### src/core/wkes_defs.vh
// register offsets, field positions, reset values and widths of the wakeup edge selector
`ifndef WKES_DEFS_VH
`define WKES_DEFS_VH
`define WKES_OFF_EDGE_SEL   12'h000
`define WKES_OFF_STATUS     12'h004
`define WKES_OFF_MASK       12'h008
`define WKES_OFF_PINS       12'h00c
`define WKES_PIN_COUNT      6
`define WKES_RSVD_HI        7
`define WKES_RSVD_LO        6
`define WKES_TRIG_BIT       5
`define WKES_EDGE_RESET     6'h00
`define WKES_MASK_RESET     6'h00
`define WKES_STATUS_RESET   6'h00
`define WKES_RDATA_RESET    32'h0000_0000
`define WKES_RSVD_VALUE     2'h3
`endif

### src/core/wkes_top.v
// wakeup pin edge selection and interrupt request flags, APB slave
//
// The register addresses and register access over APB are this design's own decisions.
`timescale 1ns/1ps
`include "wkes_defs.vh"
module wkes_top
#(
   parameter NPINS = `WKES_PIN_COUNT
)
(
   // clock and reset
   input  wire        i_clk,
   input  wire        i_rst,
   // apb slave
   input  wire        i_psel,
   input  wire        i_penable,
   input  wire        i_pwrite,
   input  wire [11:0] i_paddr,
   input  wire [31:0] i_pwdata,
   output wire        o_pready,
   output wire        o_pslverr,
   output reg  [31:0] o_prdata,
   // wakeup pins, pin 5 shared with the conversion trigger
   input  wire [5:0]  i_wake_pin,
   // detection outputs
   output wire [5:0]  o_wake_edge,
   output wire        o_conv_trigger,
   output wire        o_irq
);
   // architectural state and next values
   reg  [5:0]  edge_sel_reg;
   reg  [5:0]  edge_sel_next;
   reg  [5:0]  status_reg;
   reg  [5:0]  status_next;
   reg  [5:0]  mask_reg;
   reg  [5:0]  mask_next;
   reg  [31:0] prdata_next;

   // bus decode
   wire        acc;
   wire        wr;
   wire        rd;
   wire        setup_rd;
   wire        sel_edge;
   wire        sel_status;
   wire        sel_mask;
   wire        sel_pins;
   wire        mapped;

   // per-register strobes
   wire        wr_edge;
   wire        wr_mask;
   wire        clr_status;

   // detector outputs and read path
   wire [5:0]  det;
   wire [5:0]  pending;
   reg  [31:0] rdata_next;
   reg         hit_next;

   // true when the bus offset selects the given register
   function reg_hit;
      input [11:0] a;
      input [11:0] off;
      begin
         reg_hit = (a == off);
      end
   endfunction

   // any of the four implemented registers
   function is_mapped;
      input [11:0] a;
      begin
         is_mapped = reg_hit(a, `WKES_OFF_EDGE_SEL) ||
                     reg_hit(a, `WKES_OFF_STATUS) ||
                     reg_hit(a, `WKES_OFF_MASK) ||
                     reg_hit(a, `WKES_OFF_PINS);
      end
   endfunction

   // flags left after a status read: only the reported bits are dropped
   function [5:0] clear_seen;
      input [5:0] flags;
      input [5:0] seen;
      begin
         clear_seen = flags & ~seen;
      end
   endfunction

   // transfer phases; zero wait states, so every access ends after one cycle
   assign acc        = i_psel & i_penable;
   assign wr         = acc & i_pwrite;
   assign rd         = acc & ~i_pwrite;
   assign setup_rd   = i_psel & ~i_penable & ~i_pwrite;

   // one select per register, shared by write, clear and read paths
   assign sel_edge   = reg_hit(i_paddr, `WKES_OFF_EDGE_SEL);
   assign sel_status = reg_hit(i_paddr, `WKES_OFF_STATUS);
   assign sel_mask   = reg_hit(i_paddr, `WKES_OFF_MASK);
   assign sel_pins   = reg_hit(i_paddr, `WKES_OFF_PINS);
   assign mapped     = is_mapped(i_paddr);

   // strobes; status and pin registers ignore writes
   assign wr_edge    = wr & sel_edge;
   assign wr_mask    = wr & sel_mask;
   assign clr_status = rd & sel_status;

   // handshake outputs; unmapped offsets answer with pslverr and change nothing
   assign o_pready   = 1'b1;
   assign o_pslverr  = acc & ~mapped;

   // one detector per pin, direction from its own select bit
   genvar g;
   generate
      for (g = 0; g < NPINS; g = g + 1)
      begin : g_det
         wkes_edge_det wkes_edge_det_inst
         (
            .i_clk      (i_clk),
            .i_rst      (i_rst),
            .i_pin      (i_wake_pin[g]),
            .i_rise_sel (edge_sel_reg[g]),
            .o_edge     (det[g])
         );
      end
   endgenerate

   // pulses out; trigger shares pin 5 and therefore its edge setting
   assign o_wake_edge    = det;
   assign o_conv_trigger = det[`WKES_TRIG_BIT];

   // level request while any unmasked flag is pending
   assign pending        = status_reg & mask_reg;
   assign o_irq          = |pending;

   // read mux; reserved edge bits always one, upper bits zero
   always @*
   begin
      rdata_next = 32'h0000_0000;
      hit_next   = mapped;
      if (sel_edge)
      begin
         rdata_next[`WKES_RSVD_HI:`WKES_RSVD_LO] = `WKES_RSVD_VALUE;
         rdata_next[5:0]                         = edge_sel_reg;
      end
      else if (sel_status)
         rdata_next[5:0] = status_reg;
      else if (sel_mask)
         rdata_next[5:0] = mask_reg;
      else if (sel_pins)
         rdata_next[5:0] = i_wake_pin;
   end

   // edge select next value; only the six select bits are stored
   always @*
   begin
      edge_sel_next = edge_sel_reg;
      if (wr_edge)
         edge_sel_next = i_pwdata[5:0];
   end

   // mask next value
   always @*
   begin
      mask_next = mask_reg;
      if (wr_mask)
         mask_next = i_pwdata[5:0];
   end

   // sticky flags; clearing only the captured bits keeps an edge that lands
   // between the setup and access edges, and a new edge wins over the clear
   always @*
   begin
      status_next = status_reg;
      if (clr_status)
         status_next = clear_seen(status_reg, o_prdata[5:0]);
      status_next = status_next | det;
   end

   // read data captured in the setup cycle so it stands through the access phase
   always @*
   begin
      prdata_next = o_prdata;
      if (setup_rd)
         prdata_next = hit_next ? rdata_next : 32'h0000_0000;
   end

   // edge select and mask registers, reset to falling edge everywhere
   always @(posedge i_clk or posedge i_rst)
   begin
      if (i_rst)
      begin
         edge_sel_reg <= `WKES_EDGE_RESET;
         mask_reg     <= `WKES_MASK_RESET;
      end
      else
      begin
         edge_sel_reg <= edge_sel_next;
         mask_reg     <= mask_next;
      end
   end

   // request flags
   always @(posedge i_clk or posedge i_rst)
   begin
      if (i_rst)
         status_reg <= `WKES_STATUS_RESET;
      else
         status_reg <= status_next;
   end

   // registered read data
   always @(posedge i_clk or posedge i_rst)
   begin
      if (i_rst)
         o_prdata <= `WKES_RDATA_RESET;
      else
         o_prdata <= prdata_next;
   end
endmodule // wkes_top

### src/core/wkes_edge_det.v
// one pin edge detector with selectable direction
`timescale 1ns/1ps
module wkes_edge_det
(
   // clock and reset
   input  wire i_clk,
   input  wire i_rst,
   // pin and direction
   input  wire i_pin,
   input  wire i_rise_sel,
   // detection pulse
   output wire o_edge
);
   reg prev_reg;
   reg cur_reg;

   // two successive samples of the pin
   always @(posedge i_clk or posedge i_rst)
   begin
      if (i_rst)
      begin
         prev_reg <= 1'b1;
         cur_reg  <= 1'b1;
      end
      else
      begin
         cur_reg  <= i_pin;
         prev_reg <= cur_reg;
      end
   end

   // zero selects falling, one selects rising
   assign o_edge = i_rise_sel ? (~prev_reg & cur_reg) : (prev_reg & ~cur_reg);
endmodule // wkes_edge_det

### config.mk
export PLATFORM = sky130hd
export DESIGN_NAME = wkes_top
export DESIGN_NICKNAME = d
export VERILOG_FILES = /design/src/core/wkes_top.v /design/src/core/wkes_edge_det.v
export VERILOG_INCLUDE_DIRS = /design/src /design/src/core
export SDC_FILE = /design/constraint.sdc
export NUM_CORES = 1
export LEC_CHECK = 0
export BUFFER_PORTS_ARGS = -buffer_cell sky130_fd_sc_hd__clkbuf_2
export CAP_MARGIN = 0
export CORE_MARGIN = 2
export CORE_UTILIZATION = 48
export CTS_BUF_LIST = sky130_fd_sc_hd__clkbuf_2 sky130_fd_sc_hd__clkbuf_4 sky130_fd_sc_hd__clkbuf_8
export CTS_CLUSTER_SIZE = 25
export DETAILED_ROUTE_END_ITERATION = 10
export GPL_TIMING_DRIVEN = 1
export HOLD_SLACK_MARGIN = 0.15
export PLACE_DENSITY_LB_ADDON = 0.15
export SLEW_MARGIN = 20
export SYNTH_ARGS = -nofsm -noshare
export SYNTH_HDL_FRONTEND = slang
export SYNTH_SLANG_ARGS = --single-unit
### constraint.sdc
create_clock -name i_clk -period 1.6 [get_ports i_clk]
set_input_delay 0 -clock i_clk [delete_from_list [all_inputs] [get_ports i_clk]]
set_output_delay 0 -clock i_clk [all_outputs]
set_load 0.05 [all_outputs]
==> results of run 1 <==
==> synth_stat cells, types with 3 or more instances <==
master / count
dfstp_2: 12
o21ai_0: 9
o41ai_1: 4
nand2_1: 7
buf_4: 34
inv_1: 9
mux2_2: 12
a22oi_1: 3
dfrtp_1: 25
mux4_2: 6
nand2b_1: 8
nand3b_1: 10
==> through the flow <==
stage	util (%)	TNS (ns)	worst slack, ns	total power [mW]	hold WS, ns
6_report	60.3	0	0.0917	1.96	0.170
5_1_grt	60.3	0	0.0370	2.06	0.197
4_1_cts	60.1	0	0.0194	1.98	0.162
3_5_place_dp	54.1	-2.21	-0.149	1.31	0.104
3_3_place_gp	54.1	-1.79	-0.120	1.30	0.101
2_1_floorplan	-	0	0.0340	1.29	0.00448
==> cells by family after synthesis <==
logic type / count (synthesis) / synth area share (%)
AND/OR/NAND/NOR: 47 / 17.2
buffers and inverters: 46 / 15.4
flip-flops: 37 / 46.8
AO/OA/AOI/OAI: 20 / 6.79
multiplexers: 18 / 13.4
other: 2 / 0.374
==> layout make-up <==
class	count	area, µm²	area share [%]
clock buffers	6	76.3	3.14
multi-input cells	110	862	35.5
flip-flops and latches	37	941	38.7
repair buffers	69	445	18.3
clock inverters	2	10.0	0.412
well taps	50	62.6	2.57
inverters	9	33.8	1.39
==> critical path, stage by stage <==
cell	delay, ns
clkbuf_2	0.11
dlygate4sd3_1	0.55
buf_4	0.19
nand3b_1	0.13
nor4_4	0.14
buf_4	0.20
mux2_2	0.34
==> power groups by stage <==
stage                     Clock, mW  Sequential (mW)  Combinational, mW
after floorplan                   0            0.987              0.305
after global placement            0            0.988              0.315
after detailed placement          0            0.990              0.319
after CTS                     0.655            0.973              0.350
after global routing          0.706            0.975              0.377
final                         0.633            0.973              0.350
==> how the worst max path moves through the flow <==
stage | depth (start not counted) | startpoint | endpoint
floorplan | 4 | i_paddr[11] | edge_sel_reg[0]
global placement | 5 | i_paddr[11] | o_prdata[0]
detailed placement | 5 | i_paddr[11] | edge_sel_reg[4]
CTS | 5 | i_paddr[5] | o_pslverr
global route | 4 | g_det[0].wkes_edge_det_inst.prev_reg | o_wake_edge[0]
finish | 7 | i_paddr[3] | mask_reg[0]
==> metal layers <==
layer | up-vias | global-route usage (%)
li1 | 673 | -
met1 | 709 | 28.6
met2 | 61 | 32.3
met3 | 6 | 3.90
met4 | 0 | 9.31
met5 | - | 0
==> what timing repair did <==
| action | CTS | global route |
|---|---|---|
| endpoints found under the setup margin | 1 | 2 |
| endpoints found under the hold margin | 56 | 0 |
| hold buffers | 15 | 0 |
| resized for setup | 2 | 2 |
==> results.cfg, run 1 <==
[cells_and_area]
final_nets = 287
syn_to_final_growth_pct = 21.0
diodes = 0
largest-register = o_prdata
nFillCells = 343
drive_above_1_share_pct = 43.8
largest_register_ffs = 7
layout_commonest_cell = clkbuf_2
layout_common_cells = clkbuf_2 (44), conb_1 (25), dfrtp_1 (25)
stdcell_count = 283
final_area_um2 = 2430

[worst_setup_path]
worstPathRequired_ns = 1.76
r2r_cells = 3
cp-start-kind = input pin
r2r_slack_ns = 0.46
cp_max_fo = 8
timing.rr.start = g_det[0].wkes_edge_det_inst.prev_reg
cp.arrival_ns = 1.67
end_kind = flop
r2r-end = status_reg[0]
worstSetupPathType = input pin to flop

[clock_tree]
path_clk_slew_ns = 0.07
clockBufferDepth = 2
htree_levels = 2
cts_setup_buffers = 0
cts_tree = done
clock_latency_ns = 0.28
cts_inserted_buffers = 5
root_buffer = clkbuf_8
cts_sinks = 37

[grt]
overflow = 0
grt_start_max_net_pins = 38
grt_pass1_vias = 1457
grt_pass1_wl_um = 7020
antenna_found_initial = 0
grt.total_usage_pct = 20.8

[logic_synthesis]
synth_top_cell_by_area = dfrtp_1
synth_area_per_cell_um2 = 11.8
yosys_warnings = 0
synth_edf_count = 0
ys_ff_latch = 37
syn_inst = 170
synthTopCellsByArea = dfrtp_1 (31%), dfstp_2 (16%), buf_4 (13%)
yosysUniqueCellTypes = 34
netlist_area_um2 = 2010
synthArstFlopShare_pct = 100
ys.flop_type = dfrtp_1
yosysTopAreaCellShare_pct = 31.1
ys_seq_area_share_pct = 46.8

[power_and_ir_drop]
p_int_mw = 1.38
p_per_area_nw_per_um2 = 805
leakage_nw = 1.19
seq_power_share_pct = 49.7
clockPowerShare_pct = 32.4
comb_power_share_pct = 17.9
vdd_ir_drop_max_mv = 0.470
p_sw_uw = 576
swShare_pct = 29.4

[sta]
period_minus_slack_ns = 1.51
period_share_pct = 94.3
rsz0062_at_grt = no
setup_viol_count_final = 0
maxSlewViolCount = 0
skew_ns = 0.00458
finalHoldViolations = 0
max_freq_mhz = 663

[placed_design]
placed_cell_area_um2 = 2180
dp_cells = 260
routabilityCongestion = 0.857
place_hpwl_um = 3140
io_buffers = 45

[die]
rows = 23
fp.dieW_um = 68.7
ioPinCount = 97
initial_core_util_pct = 49.9
core_um2 = 4030
fp.dieH_um = 68.7
die_area_um2 = 4720

[flow_run]
cap_viol_max_count = 0

[worst_hold_path]
hold_start = i_paddr[0]
whs_endpoint = o_prdata[6]
hp-class = input pin to flop
holdPathStages = 4

[route]
via_count = 1449
ant_nets = 0
wl_per_cell_um = 14.9
met2RoutedLength_um = 1990
m1WireLength_um = 1930
drtIter0Drc = 99
drt_drc_violations_left = 0
wl_met3_um = 232
routed_via_density = 5.12
wl_um = 4220
highest_layer = met4
firstDrtPassIters = 4

[run_status]
status = finished, final reports clean
(Power assumes the default switching activity.)
==> run 2: changes to the inputs <==
==> constraint.sdc (replaced) <==
create_clock -name i_clk -period 1.6 [get_ports i_clk]
set_input_delay 0.32 -clock i_clk [delete_from_list [all_inputs] [get_ports i_clk]]
set_output_delay 0.32 -clock i_clk [all_outputs]
set_load 0.05 [all_outputs]
==> results.cfg, run 2 (synthesized netlist as in run 1, its figures left out) <==
[grt]
antenna_found_initial = 0
grt_start_max_net_pins = 38
grt_pass1_wl_um = 7220
overflow = 0
grt_pass1_vias = 1487
grt.total_usage_pct = 21.3

[worst_setup_path]
cp-start-kind = input pin
cp.arrival_ns = 2.13
end_kind = flop
worstSetupPathType = input pin to flop
timing.rr.start = g_det[0].wkes_edge_det_inst.cur_reg
r2r_slack_ns = 0.33
r2r_cells = 5
r2r-end = status_reg[0]
cp_max_fo = 6
worstPathRequired_ns = 1.77

[clock_tree]
cts_sinks = 37
clockBufferDepth = 2
htree_levels = 2
path_clk_slew_ns = 0.07
cts_inserted_buffers = 5
cts_tree = done
clock_latency_ns = 0.28
root_buffer = clkbuf_8

[sta]
hold_slack_ns = 0.281
setup_tns_ns = -6.16
setup_viol_count_final = 27
rsz0062_at_grt = yes
period_minus_slack_ns = 1.97
max_freq_mhz = 509
fin_ws_ns = -0.365
finalHoldViolations = 0
maxSlewViolCount = 0
skew_ns = 0.00704
period_share_pct = 123

[die]
ioPinCount = 97
initial_core_util_pct = 49.9
die_area_um2 = 4720
core_um2 = 4030
fp.dieH_um = 68.7
fp.dieW_um = 68.7
rows = 23

[worst_hold_path]
whs_endpoint = mask_reg[1]
holdPathStages = 2
hp-class = input pin to flop
hold_start = i_pwdata[1]

[placed_design]
placed_cell_area_um2 = 2260
pre_cts_ws_ns = -0.511
routabilityCongestion = 0.830
place_hpwl_um = 3230
io_buffers = 45

[flow_run]
cap_viol_max_count = 0

[route]
drtIter0Drc = 73
ant_nets = 0
wl_um = 4670
wl_per_cell_um = 15.8
drt_drc_violations_left = 0
routed_via_density = 5.17
via_count = 1525
firstDrtPassIters = 4

[power_and_ir_drop]
vdd_ir_drop_max_mv = 0.721
p_int_mw = 1.48
p_per_area_nw_per_um2 = 741
total_power_mw = 2.06
clockPowerShare_pct = 33.5
swShare_pct = 28.4
seq_power_share_pct = 47.2
leakage_nw = 1.46
p_sw_uw = 587
comb_power_share_pct = 19.3

[cells_and_area]
nFillCells = 288
largest-register = o_prdata
diodes = 0
layout_common_cells = clkbuf_2 (36), conb_1 (25), buf_4 (24)
final_area_um2 = 2790
drive_above_1_share_pct = 59.6
layout_commonest_cell = clkbuf_2
largest_register_ffs = 7
syn_to_final_growth_pct = 38.6
final_nets = 299

[run_status]
violations = negative setup slack
status = complete, but fails checks
-- run 2: final cells by class --
type | instances | area (µm²) | share of cell area [%]
clock buffers | 8 | 97.6 | 3.50
repair buffers | 81 | 609 | 21.9
multi-input cells | 110 | 1040 | 37.3
well taps | 50 | 62.6 | 2.25
inverters | 9 | 33.8 | 1.21
flip-flops and latches | 37 | 943 | 33.9
-- run 2: how the worst max path moves through the flow --
stage / start / endpoint / slack (ns) / cells past startpoint
6_report: i_paddr[5] / mask_reg[5] / -0.37 / 8
5_1_grt: i_paddr[5] / mask_reg[4] / -0.40 / 8
4_1_cts: i_paddr[5] / o_pslverr / -0.37 / 5
3_5_place_dp: i_paddr[5] / edge_sel_reg[5] / -0.51 / 6
3_3_place_gp: i_paddr[5] / edge_sel_reg[5] / -0.45 / 6
2_1_floorplan: i_paddr[11] / edge_sel_reg[0] / -0.29 / 4
-- run 2: critical path, stage by stage --
cell and delay, ns:
clkbuf_2 0.08, or4_4 0.54, buf_4 0.15, buf_6 0.11
buf_6 0.13, nor4_4 0.28, buf_6 0.18, mux2_2 0.33
-- run 2: power by group through the flow --
stage	registers (mW)	clock network, mW	logic, mW
after floorplan	0.987	0	0.307
after global placement	0.988	0	0.330
after detailed placement	0.989	0	0.333
after CTS	0.973	0.713	0.378
after global routing	0.975	0.752	0.426
final	0.974	0.692	0.399
-- run 2: what timing repair did --
action                                  4_1_cts  5_1_grt
hold buffers                                  7        0
resized for setup                            42       27
endpoints found under the hold margin        31        0
setup buffers                                 5        5
endpoints found under the setup margin       31       33
pin swaps                                    13        6
-- run 2: per-layer routing --
layer,track usage (%),vias up,routed length [µm]
met5,0,-,0
met4,8.33,0,72
met3,4.06,8,273
met2,34.7,64,2350
met1,28.2,753,1980
li1,-,700,-
-- run 2: through the flow --
stage | util [%] | instances
6_report | 69.1 | 295
5_1_grt | 69.1 | 295
4_1_cts | 65.6 | 290
3_5_place_dp | 56.2 | 270
3_3_place_gp | 56.2 | 270
2_1_floorplan | - | 193
